<file path="config.mk">
export PLATFORM = sky130hd
export DESIGN_NAME = tslr_bank
export DESIGN_NICKNAME = d
export VERILOG_FILES = /design/src/verilog/tslr_bank.v /design/src/verilog/tslr_loop_ctr.v /design/src/verilog/tslr_step_timer.v
export VERILOG_INCLUDE_DIRS = /design/src /design/src/verilog
export SDC_FILE = /design/constraint.sdc
export NUM_CORES = 1
export LEC_CHECK = 0
export BUFFER_PORTS_ARGS = -buffer_cell sky130_fd_sc_hd__buf_2
export CAP_MARGIN = 10
export CORE_UTILIZATION = 30
export CTS_BUF_LIST = sky130_fd_sc_hd__clkbuf_8
export CTS_CLUSTER_SIZE = 20
export DETAILED_ROUTE_END_ITERATION = 16
export GPL_TIMING_DRIVEN = 0
export PLACE_DENSITY = 0.52
export RECOVER_POWER = 100
export SLEW_MARGIN = 25
export SYNTH_ARGS = -nofsm -noshare
export SYNTH_HDL_FRONTEND = slang
export SYNTH_SLANG_ARGS = --single-unit
</file>
<file path="constraint.sdc">
create_clock -name clk -period 3.2 [get_ports clk]
set_input_delay 0.64 -clock clk [delete_from_list [all_inputs] [get_ports clk]]
set_output_delay 0.64 -clock clk [all_outputs]
set_load 0.02 [all_outputs]
</file>
<file path="src/verilog/tslr_map.vh">
`ifndef TSLR_MAP_VH
`define TSLR_MAP_VH
// Register byte offsets on the APB slave
`define TSLR_OFF_BCAST_LO 12'h000
`define TSLR_OFF_BCAST_HI 12'h004
`define TSLR_OFF_HOLD 12'h008
`define TSLR_OFF_T0_LIM 12'h00C
`define TSLR_OFF_T1_LIM 12'h010
`define TSLR_OFF_SD_LIM 12'h014
`define TSLR_OFF_C0_LIM 12'h018
`define TSLR_OFF_C1_LIM 12'h01C
`define TSLR_OFF_CTRL 12'h020
`define TSLR_OFF_STATUS 12'h024
// Control register fields
`define TSLR_CTRL_VIS_BIT 8
`define TSLR_CTRL_RUN_BIT 7
// Status register fields
`define TSLR_STAT_BUSY_BIT 0
// Reset value of every bank register
`define TSLR_RESET_16 16'h0000
// Copy command target selects
`define TSLR_TGT_T0 3'h0
`define TSLR_TGT_T1 3'h1
`define TSLR_TGT_SD 3'h2
`define TSLR_TGT_C0 3'h3
`define TSLR_TGT_C1 3'h4
`define TSLR_TGT_LIT 3'h5
// Step engine opcodes
`define TSLR_OP_BCAST 3'h1
`define TSLR_OP_COPY 3'h2
`define TSLR_OP_JMPC0 3'h3
`define TSLR_OP_JMPC1 3'h4
`define TSLR_OP_DELAY 3'h5
// Trigger pulse width in clocks
`define TSLR_PULSE_CYCLES 4'h1
`endif

</file>
<file path="src/verilog/tslr_bank.v">
`timescale 1ns/1ns
`include "tslr_map.vh"
module tslr_bank (
    input wire clk, // Clock, 50 MHz
    input wire reset, // Sync reset, active high
    input wire psel, // APB select
    input wire penable, // APB enable
    input wire pwrite, // APB direction
    input wire [11:0] paddr, // APB byte address
    input wire [31:0] pwdata, // APB write data
    input wire [3:0] pstrb, // APB byte strobes
    output reg [31:0] prdata, // APB read data
    output reg pready, // APB ready
    output reg pslverr, // APB error
    input wire step_valid, // Step command from engine
    input wire [2:0] step_op, // Step opcode
    input wire [4:0] step_arg, // Target or jump address
    output reg step_done_q, // Step command completed
    output reg [31:0] trig_q, // Trigger outputs
    output reg [15:0] literal_q, // Literal register
    output reg [4:0] qptr_q, // Step queue pointer
    output reg [15:0] t0_lim_out_q, // Timer 0 limit to engine
    output reg [15:0] t1_lim_out_q // Timer 1 limit to engine
);
    // Bank registers
    reg [15:0] bcast_lo_q; // Broadcast enables 0-15
    reg [15:0] bcast_hi_q; // Broadcast enables 16-31
    reg [15:0] hold_q; // Hold value
    reg [15:0] t0_lim_q; // Timer 0 limit
    reg [15:0] t1_lim_q; // Timer 1 limit
    reg [15:0] sd_lim_q; // Step delay limit
    reg [15:0] c0_lim_q; // Counter 0 limit
    reg [15:0] c1_lim_q; // Counter 1 limit
    reg vis_q; // Visibility control
    reg run_q; // Sequencer executing
    // Step engine state
    // Idle, exec, wait: one step at a time
    localparam ST_IDLE = 2'h0; // Waiting for a step
    localparam ST_EXEC = 2'h1; // Performing the step
    localparam ST_WAIT = 2'h2; // Step delay running
    reg [1:0] state_q; // Engine state
    reg [1:0] state_d; // Next engine state
    reg [2:0] op_q; // Latched opcode
    reg [4:0] arg_q; // Latched argument
    reg [3:0] pulse_q; // Trigger pulse remaining
    // Live counts, read back when visibility is set
    wire [15:0] sd_count; // Live step delay count
    wire sd_busy; // Step delay running
    wire [15:0] c0_count; // Live counter 0
    wire [15:0] c1_count; // Live counter 1
    wire c0_at; // Counter 0 at limit
    wire c1_at; // Counter 1 at limit
    wire [15:0] t0_count; // Live timer 0
    wire [15:0] t1_count; // Live timer 1
    // Strobes derived from the engine state
    wire exec; // Step executes this cycle
    wire jump0; // Counter 0 jump executes
    wire jump1; // Counter 1 jump executes
    // Bus decode helpers
    wire apb_wr; // APB write completing
    wire apb_rd; // APB read access phase
    wire wr_ok; // Write allowed to bank
    wire [15:0] wdata16; // Low half of write data, strobes not applied
    // Read path
    reg [31:0] rdata_d; // Read mux result
    reg err_d; // Unmapped address

    // Decodes shared by the processes below
    assign exec = (state_q == ST_EXEC);
    assign jump0 = exec && (op_q == `TSLR_OP_JMPC0);
    assign jump1 = exec && (op_q == `TSLR_OP_JMPC1);
    // A write lands at the edge that completes the transfer,
    // the one at which the master sees pready high
    assign apb_wr = psel && penable && pwrite && pready;
    // Read data is captured one edge earlier, so it stands with pready
    assign apb_rd = psel && penable && !pwrite && !pready;
    // Only the control register stays writable while running
    assign wr_ok = apb_wr && !run_q;
    assign wdata16 = pwdata[15:0];

    // Step delay timer, restarted as each step starts
    // A zero limit leaves it idle, so no delay is added
    tslr_step_timer #(.W(16)) u_sd (
        .clk(clk),
        .reset(reset),
        .start(exec),
        .limit(sd_lim_q),
        .count_q(sd_count),
        .busy_q(sd_busy)
    );

    // General-purpose timer 0 runs while the sequencer runs
    // It restarts at its limit and is held at zero while stopped
    tslr_step_timer #(.W(16)) u_t0 (
        .clk(clk),
        .reset(reset),
        .start(!run_q || (t0_count == t0_lim_q)),
        .limit(t0_lim_q),
        .count_q(t0_count),
        .busy_q()
    );

    // General-purpose timer 1, its own limit
    // Same restart rule as timer 0
    tslr_step_timer #(.W(16)) u_t1 (
        .clk(clk),
        .reset(reset),
        .start(!run_q || (t1_count == t1_lim_q)),
        .limit(t1_lim_q),
        .count_q(t1_count),
        .busy_q()
    );

    // Loop counter 0
    // Cleared whenever the sequencer stops, so each run starts fresh
    tslr_loop_ctr #(.W(16)) u_c0 (
        .clk(clk),
        .reset(reset),
        .limit(c0_lim_q),
        .jump(jump0),
        .clear(!run_q),
        .count_q(c0_count),
        .at_limit(c0_at)
    );

    // Loop counter 1
    // Same clearing rule as counter 0
    tslr_loop_ctr #(.W(16)) u_c1 (
        .clk(clk),
        .reset(reset),
        .limit(c1_lim_q),
        .jump(jump1),
        .clear(!run_q),
        .count_q(c1_count),
        .at_limit(c1_at)
    );

    // Engine next state
    // A step is taken only while idle and running
    // Exec lasts one clock; the step delay follows it
    always @* begin
        state_d = state_q;
        case (state_q)
            ST_IDLE: begin
                if (step_valid && run_q) begin
                    state_d = ST_EXEC;
                end
            end
            ST_EXEC: begin
                state_d = ST_WAIT;
            end
            ST_WAIT: begin
                // Delay adds limit clocks before completion
                if (!sd_busy) begin
                    state_d = ST_IDLE;
                end
            end
            default: begin
                state_d = ST_IDLE;
            end
        endcase
    end

    // Engine state, latched command, completion strobe
    // Opcode and argument are latched as the step is taken,
    // so the engine may drop step_valid right after
    always @(posedge clk) begin
        if (reset) begin
            state_q <= ST_IDLE;
            op_q <= 3'h0;
            arg_q <= 5'h00;
            step_done_q <= 1'b0;
        end else begin
            state_q <= state_d;
            // Done is raised in the clock that wait ends
            step_done_q <= (state_q == ST_WAIT) && !sd_busy;
            if (state_q == ST_IDLE && step_valid && run_q) begin
                op_q <= step_op;
                arg_q <= step_arg;
            end
        end
    end

    // Trigger outputs: broadcast pulse on enabled bits only
    // Outputs whose mask bits are clear stay low
    // A new broadcast restarts the pulse
    always @(posedge clk) begin
        if (reset) begin
            trig_q <= 32'h0000_0000;
            pulse_q <= 4'h0;
        end else if (exec && op_q == `TSLR_OP_BCAST) begin
            // Upper register drives outputs 16 to 31
            trig_q <= {bcast_hi_q, bcast_lo_q};
            pulse_q <= `TSLR_PULSE_CYCLES;
        end else if (pulse_q > 4'h1) begin
            pulse_q <= pulse_q - 4'h1;
        end else begin
            trig_q <= 32'h0000_0000;
            pulse_q <= 4'h0;
        end
    end

    // Queue pointer: conditional jumps, else advance per step
    // A jump short of its limit loads the argument;
    // any other step, a jump at its limit included, advances
    // Stopping the sequencer returns the pointer to zero
    always @(posedge clk) begin
        if (reset) begin
            qptr_q <= 5'h00;
        end else if (!run_q) begin
            qptr_q <= 5'h00;
        end else if ((jump0 && !c0_at) || (jump1 && !c1_at)) begin
            qptr_q <= arg_q;
        end else if (exec) begin
            qptr_q <= qptr_q + 5'h01;
        end
    end

    // Bank registers: software writes when stopped, copy step loads
    // Control stays writable so software can always stop;
    // a copy step and a software write never meet, since
    // software writes are refused while the sequencer runs
    always @(posedge clk) begin
        if (reset) begin
            // Every register clears to zero
            bcast_lo_q <= `TSLR_RESET_16;
            bcast_hi_q <= `TSLR_RESET_16;
            hold_q <= `TSLR_RESET_16;
            t0_lim_q <= `TSLR_RESET_16;
            t1_lim_q <= `TSLR_RESET_16;
            sd_lim_q <= `TSLR_RESET_16;
            c0_lim_q <= `TSLR_RESET_16;
            c1_lim_q <= `TSLR_RESET_16;
            literal_q <= `TSLR_RESET_16;
            vis_q <= 1'b0;
            run_q <= 1'b0;
        end else begin
            // Visibility lives in the upper byte, run in the lower
            if (apb_wr && paddr == `TSLR_OFF_CTRL && pstrb[1]) begin
                vis_q <= pwdata[`TSLR_CTRL_VIS_BIT];
            end
            if (apb_wr && paddr == `TSLR_OFF_CTRL && pstrb[0]) begin
                run_q <= pwdata[`TSLR_CTRL_RUN_BIT];
            end
            // Bank registers need both low byte strobes
            if (wr_ok && pstrb[1:0] == 2'b11) begin
                case (paddr)
                    `TSLR_OFF_BCAST_LO: bcast_lo_q <= wdata16;
                    `TSLR_OFF_BCAST_HI: bcast_hi_q <= wdata16;
                    `TSLR_OFF_HOLD: hold_q <= wdata16;
                    `TSLR_OFF_T0_LIM: t0_lim_q <= wdata16;
                    `TSLR_OFF_T1_LIM: t1_lim_q <= wdata16;
                    `TSLR_OFF_SD_LIM: sd_lim_q <= wdata16;
                    `TSLR_OFF_C0_LIM: c0_lim_q <= wdata16;
                    `TSLR_OFF_C1_LIM: c1_lim_q <= wdata16;
                    default: begin
                    end
                endcase
            end
            if (exec && op_q == `TSLR_OP_COPY) begin
                // Hold value into selected target
                case (arg_q[2:0])
                    `TSLR_TGT_T0: t0_lim_q <= hold_q;
                    `TSLR_TGT_T1: t1_lim_q <= hold_q;
                    `TSLR_TGT_SD: sd_lim_q <= hold_q;
                    `TSLR_TGT_C0: c0_lim_q <= hold_q;
                    `TSLR_TGT_C1: c1_lim_q <= hold_q;
                    `TSLR_TGT_LIT: literal_q <= hold_q;
                    default: begin
                    end
                endcase
            end
        end
    end

    // Limits forwarded to the engine timers
    // Registered copies, one clock behind the bank registers
    always @(posedge clk) begin
        if (reset) begin
            t0_lim_out_q <= `TSLR_RESET_16;
            t1_lim_out_q <= `TSLR_RESET_16;
        end else begin
            t0_lim_out_q <= t0_lim_q;
            t1_lim_out_q <= t1_lim_q;
        end
    end

    // Read mux, live values when visibility is set
    // The upper half of every bank word reads as zero
    // An address not decoded here answers with an error
    always @* begin
        rdata_d = 32'h0000_0000;
        err_d = 1'b0;
        case (paddr)
            `TSLR_OFF_BCAST_LO: rdata_d[15:0] = bcast_lo_q;
            `TSLR_OFF_BCAST_HI: rdata_d[15:0] = bcast_hi_q;
            `TSLR_OFF_HOLD: rdata_d[15:0] = hold_q;
            `TSLR_OFF_T0_LIM: rdata_d[15:0] = vis_q ? t0_count : t0_lim_q;
            `TSLR_OFF_T1_LIM: rdata_d[15:0] = vis_q ? t1_count : t1_lim_q;
            `TSLR_OFF_SD_LIM: rdata_d[15:0] = vis_q ? sd_count : sd_lim_q;
            `TSLR_OFF_C0_LIM: rdata_d[15:0] = vis_q ? c0_count : c0_lim_q;
            `TSLR_OFF_C1_LIM: rdata_d[15:0] = vis_q ? c1_count : c1_lim_q;
            // Control reads back both of its bits
            `TSLR_OFF_CTRL: begin
                rdata_d[`TSLR_CTRL_VIS_BIT] = vis_q;
                rdata_d[`TSLR_CTRL_RUN_BIT] = run_q;
            end
            `TSLR_OFF_STATUS: rdata_d[`TSLR_STAT_BUSY_BIT] = (state_q != ST_IDLE);
            default: err_d = 1'b1;
        endcase
    end

    // APB answer one cycle into the access phase
    // Every transfer waits one clock in its access phase;
    // error stands only while pready is high; read data holds until the next read
    always @(posedge clk) begin
        if (reset) begin
            pready <= 1'b0;
            prdata <= 32'h0000_0000;
            pslverr <= 1'b0;
        end else begin
            // Answer the first access edge only
            pready <= psel && penable && !pready;
            pslverr <= psel && penable && !pready && err_d;
            // Capture read data on the same edge
            if (apb_rd) begin
                prdata <= rdata_d;
            end
        end
    end
endmodule

</file>
<file path="src/verilog/tslr_loop_ctr.v">
`timescale 1ns/1ns
// One loop counter with conditional jump decision
module tslr_loop_ctr #(
    parameter W = 16
) (
    input wire clk, // Clock
    input wire reset, // Sync reset, active high
    input wire [W-1:0] limit, // Terminal count
    input wire jump, // Conditional jump executes
    input wire clear, // Clear counter
    output reg [W-1:0] count_q, // Current count
    output wire at_limit // Count equals limit
);
    assign at_limit = (count_q == limit);

    // Count up on each non-terminal jump, wrap to zero at limit
    always @(posedge clk) begin
        if (reset || clear) begin
            count_q <= {W{1'b0}};
        end else if (jump) begin
            if (at_limit) begin
                count_q <= {W{1'b0}};
            end else begin
                count_q <= count_q + {{(W-1){1'b0}}, 1'b1};
            end
        end
    end
endmodule

</file>
<file path="src/verilog/tslr_step_timer.v">
`timescale 1ns/1ns
// Free timer counting toward a limit, used for step delay and timers
module tslr_step_timer #(
    parameter W = 16
) (
    input wire clk, // Clock
    input wire reset, // Sync reset, active high
    input wire start, // Restart from zero
    input wire [W-1:0] limit, // Terminal count
    output reg [W-1:0] count_q, // Current count
    output reg busy_q // Counting in progress
);
    // Run from zero up to the limit, then stop
    always @(posedge clk) begin
        if (reset) begin
            count_q <= {W{1'b0}};
            busy_q <= 1'b0;
        end else if (start) begin
            count_q <= {W{1'b0}};
            busy_q <= (limit != {W{1'b0}});
        end else if (busy_q) begin
            if (count_q + {{(W-1){1'b0}}, 1'b1} >= limit) begin
                busy_q <= 1'b0;
            end
            count_q <= count_q + {{(W-1){1'b0}}, 1'b1};
        end
    end
endmodule
</file>
==> impl_results.md <==
- Static leakage: 8.057 nW
- EDFF count, synth: 0
- Hold Crit Class: primary input to flop
- Synth area leaders: dfxtp_1 38%, mux2i_1 9.2%, xor2_1 7.3%, nor2_1 6.2%, ha_1 4.1%
- Sequential Power Share: 0.433
- Max cap viols: 0
- Post-Synthesis Cells: 1939
- Drt initial violations: 1337
- Fillers: 5929
- I/O pin count: 182
- Root buffer cell: clkbuf_8
- Fin crit share: 1.023
- Cell variety after synth: 68
- Slew HR: 0.2348
- Overall routing resource usage: 0.2357
- Gr ovfl total: 0
- Switch Pwr: 0.002325 W
- Share of cells above drive strength 1: 0.1049
- WL per Instance: 23.98 um
- CTS tree: done
- Least-Margin Pin Slew: 1148 ps
- Initial Utilization: 0.3051
- Area leader, netlist: dfxtp_1
- Core area: 56600 um^2
- Area grow syn2layout: 17.33%
- CTS Sinks: 331
- VDD IR max: 0.2956 mV
- Largest net degree at the start of global routing: 15
- Internal: 0.007266 W
- 1st-pass router iterations: 7
- Critical path startpoint category: primary input
- Crit end category: flop
- First-pass GRT wire length: 102.0 mm
- Antenna Violating Nets Remaining: 0
- Row cnt: 87
- Syn Std Cell Area: 17270 um^2
- Height of the die: 241.9 um
- Setup WS post-layout: -72.14 ps
- GP Congestion: 0.9738
- RSZ-0062 raised after global routing: true
- Mean Syn Cell Area: 8.906 um^2
- Vias in the first global route: 15042
- Highest clock rate: 305.6 MHz
- Combinational share of power: 0.053
- Clock network power share: 0.514
- Via density: 5.277
- Failing checks: negative setup slack
- Number of gates resized after cts: 11
- # DRC: 0
- Final HPWL DP: 52.79 mm
- Critical-path maximum fanout: 10
- Skew final: 30.20 ps
- Async SR Flop Fraction: 0
- Initial antenna violation count: 9
- Sw Share: 0.2424
- Crit path required time: 3760 ps
- Min cycle time layout: 3272 ps
- # hold bufs at CTS: 0
- Setup Fix Bufs, Post-CTS: 0
- Commonest cells post-synth: 331 x dfxtp_1, 283 x nor2_1, 159 x mux2i_1
- Synth Register Bits: 331
- Via count: 15521
- Power, Total: 0.009591 W
- Synthesis Warnings: 0
- Clk slew on worst S/H paths: 70 ps
- CP Data Arrival Time: 3830 ps
- Bufs on Longest Clock Path: 3
- Yosys top cell area share: 0.3837
- Final wirelength: 70.53 mm
- Crit Path Category: primary input to flop
- Count leader, synth: dfxtp_1
- Power Dens Cells: 473.4 nW/um^2
- Die X: 241.9 um
- Sequential area share after synthesis: 0.3837
- I/O Buffers: 128
- Status: finished, violations left
- Clk_lat worst skew: 660 ps
- Primary FF master, synth: dfxtp_1
- Fin. Hold Viols: 0
- Total CTS buffers: 58
- Nets@finish: 2251
- Slew Viols, Final: 0
- Total die area: 58520 um^2
- DP Worst Slack: -1037 ps
- H-tree Lvls: 2
- Final Setup Violations: 19
==> critical path: stages <==
cell      delay [ps]
buf_2            100
nor4_1           640
nand4_1          550
nor2_1           630
nand2_1          430
buf_2            360
mux2i_1          160
a211oi_1         300
==> worst paths after layout <==
kind / from / to / slack [ps] / cells past startpoint
setup reg to reg: vis_q$_SDFFE_PP0P_ / prdata[15]$_SDFFE_PP0P_ / -20 / 5
setup / recovery: paddr[1] / c0_lim_q[9]$_SDFF_PP0_ / -70 / 8
hold reg to reg: prdata[14]$_SDFFE_PP0P_ / prdata[14]$_SDFFE_PP0P_ / 440 / 2
hold / removal: step_arg[3] / arg_q[3]$_SDFFE_PP0P_ / 220 / 3
==> area by class of cell <==
| cell class | count | area [um^2] | area share |
|---|---|---|---|
| well taps | 756 | 945.9 | 0.04669 |
| multi-input cells | 1393 | 9734 | 0.4805 |
| clock inverters | 34 | 435.4 | 0.02149 |
| repair buffers | 128 | 509.2 | 0.02513 |
| plain buffers | 167 | 758.2 | 0.03742 |
| flip-flops and latches | 331 | 6635 | 0.3275 |
| clock buffers | 75 | 1032 | 0.05095 |
| inverters | 54 | 202.7 | 0.01000 |
| diodes | 3 | 7.507 | 0.0003705 |
==> state kept, by name, indices dropped and copies added, names as in the netlist, 5 cells and up <==
signal        count
c0_lim_q         16
u_c0.count_q     16
u_t1.count_q     16
bcast_hi_q       16
t0_lim_q         16
t0_lim_out_q     16
t1_lim_q         16
u_c1.count_q     16
u_t0.count_q     16
hold_q           16
arg_q             5
trig_q           32
t1_lim_out_q     16
prdata           16
bcast_lo_q       16
literal_q        16
c1_lim_q         16
qptr_q            5
sd_lim_q         16
u_sd.count_q     16
==> logic make-up (layout without fill, tap and decap cells) <==
family	count (synthesis)	after routing	share of synthesized area
buffers and inverters	230	458	0.05746
muxes	198	198	0.1372
xor gates and xnor gates	180	180	0.09130
DFF	331	331	0.3837
and+or+nand+nor	673	673	0.1808
AOI/OAI and AO/OA	270	270	0.1088
other	1	19	0.0002172
adders and majority gates	56	56	0.04058
==> cell usage in the layout, fill, tap and decap left out, drive strengths merged, types with 34 or more instances in the layout <==
master and count:
nand3 62, a21oi 52, o21ai 34, xnor2 36, mux2i 159, a211oi 86, inv 66, nor2 287
dfxtp 331, nor4 44, nand2 159, xor2 144, a22o 34, buf 63, clkbuf 307, ha 56
==> per-layer routing <==
| layer | wire [um] | vias up | global-route usage | part of all wire |
|---|---|---|---|---|
| met2 | 31010 | 666 | 0.3639 | 0.44 |
| met1 | 30630 | 7540 | 0.3133 | 0.43 |
| met5 | 54 | - | 0 | 0.00077 |
| met3 | 6159 | 146 | 0.05960 | 0.087 |
| li1 | - | 7161 | - | - |
| met4 | 2680 | 8 | 0.09326 | 0.038 |
==> power by group through the flow <==
stage                     combinational, W  sequential (W)  clock (W)
after floorplan                   0.000299         0.00425          0
after global placement            0.000487         0.00425          0
after detailed placement          0.000497         0.00425          0
after CTS                         0.000498         0.00416    0.00501
after global routing              0.000538         0.00415    0.00520
final                             0.000508         0.00416    0.00493
==> metrics by stage <==
stage / std cells / utilization / cell area, um^2 / hold slack [ps] / setup TNS (ps)
finish: 2941 / 0.3579 / 20260 / 220.7 / -500.0
floorplan: 1954 / - / 17320 / 436.6 / 0
CTS: 2941 / 0.3605 / 20410 / 177.5 / 0
global route: 2939 / 0.3578 / 20260 / 212.2 / -4863
detailed placement: 2838 / 0.3343 / 18920 / 432.6 / -43920
global placement: 2838 / 0.3341 / 18910 / 428.1 / -54430
Power figures use the tool's default switching activity.
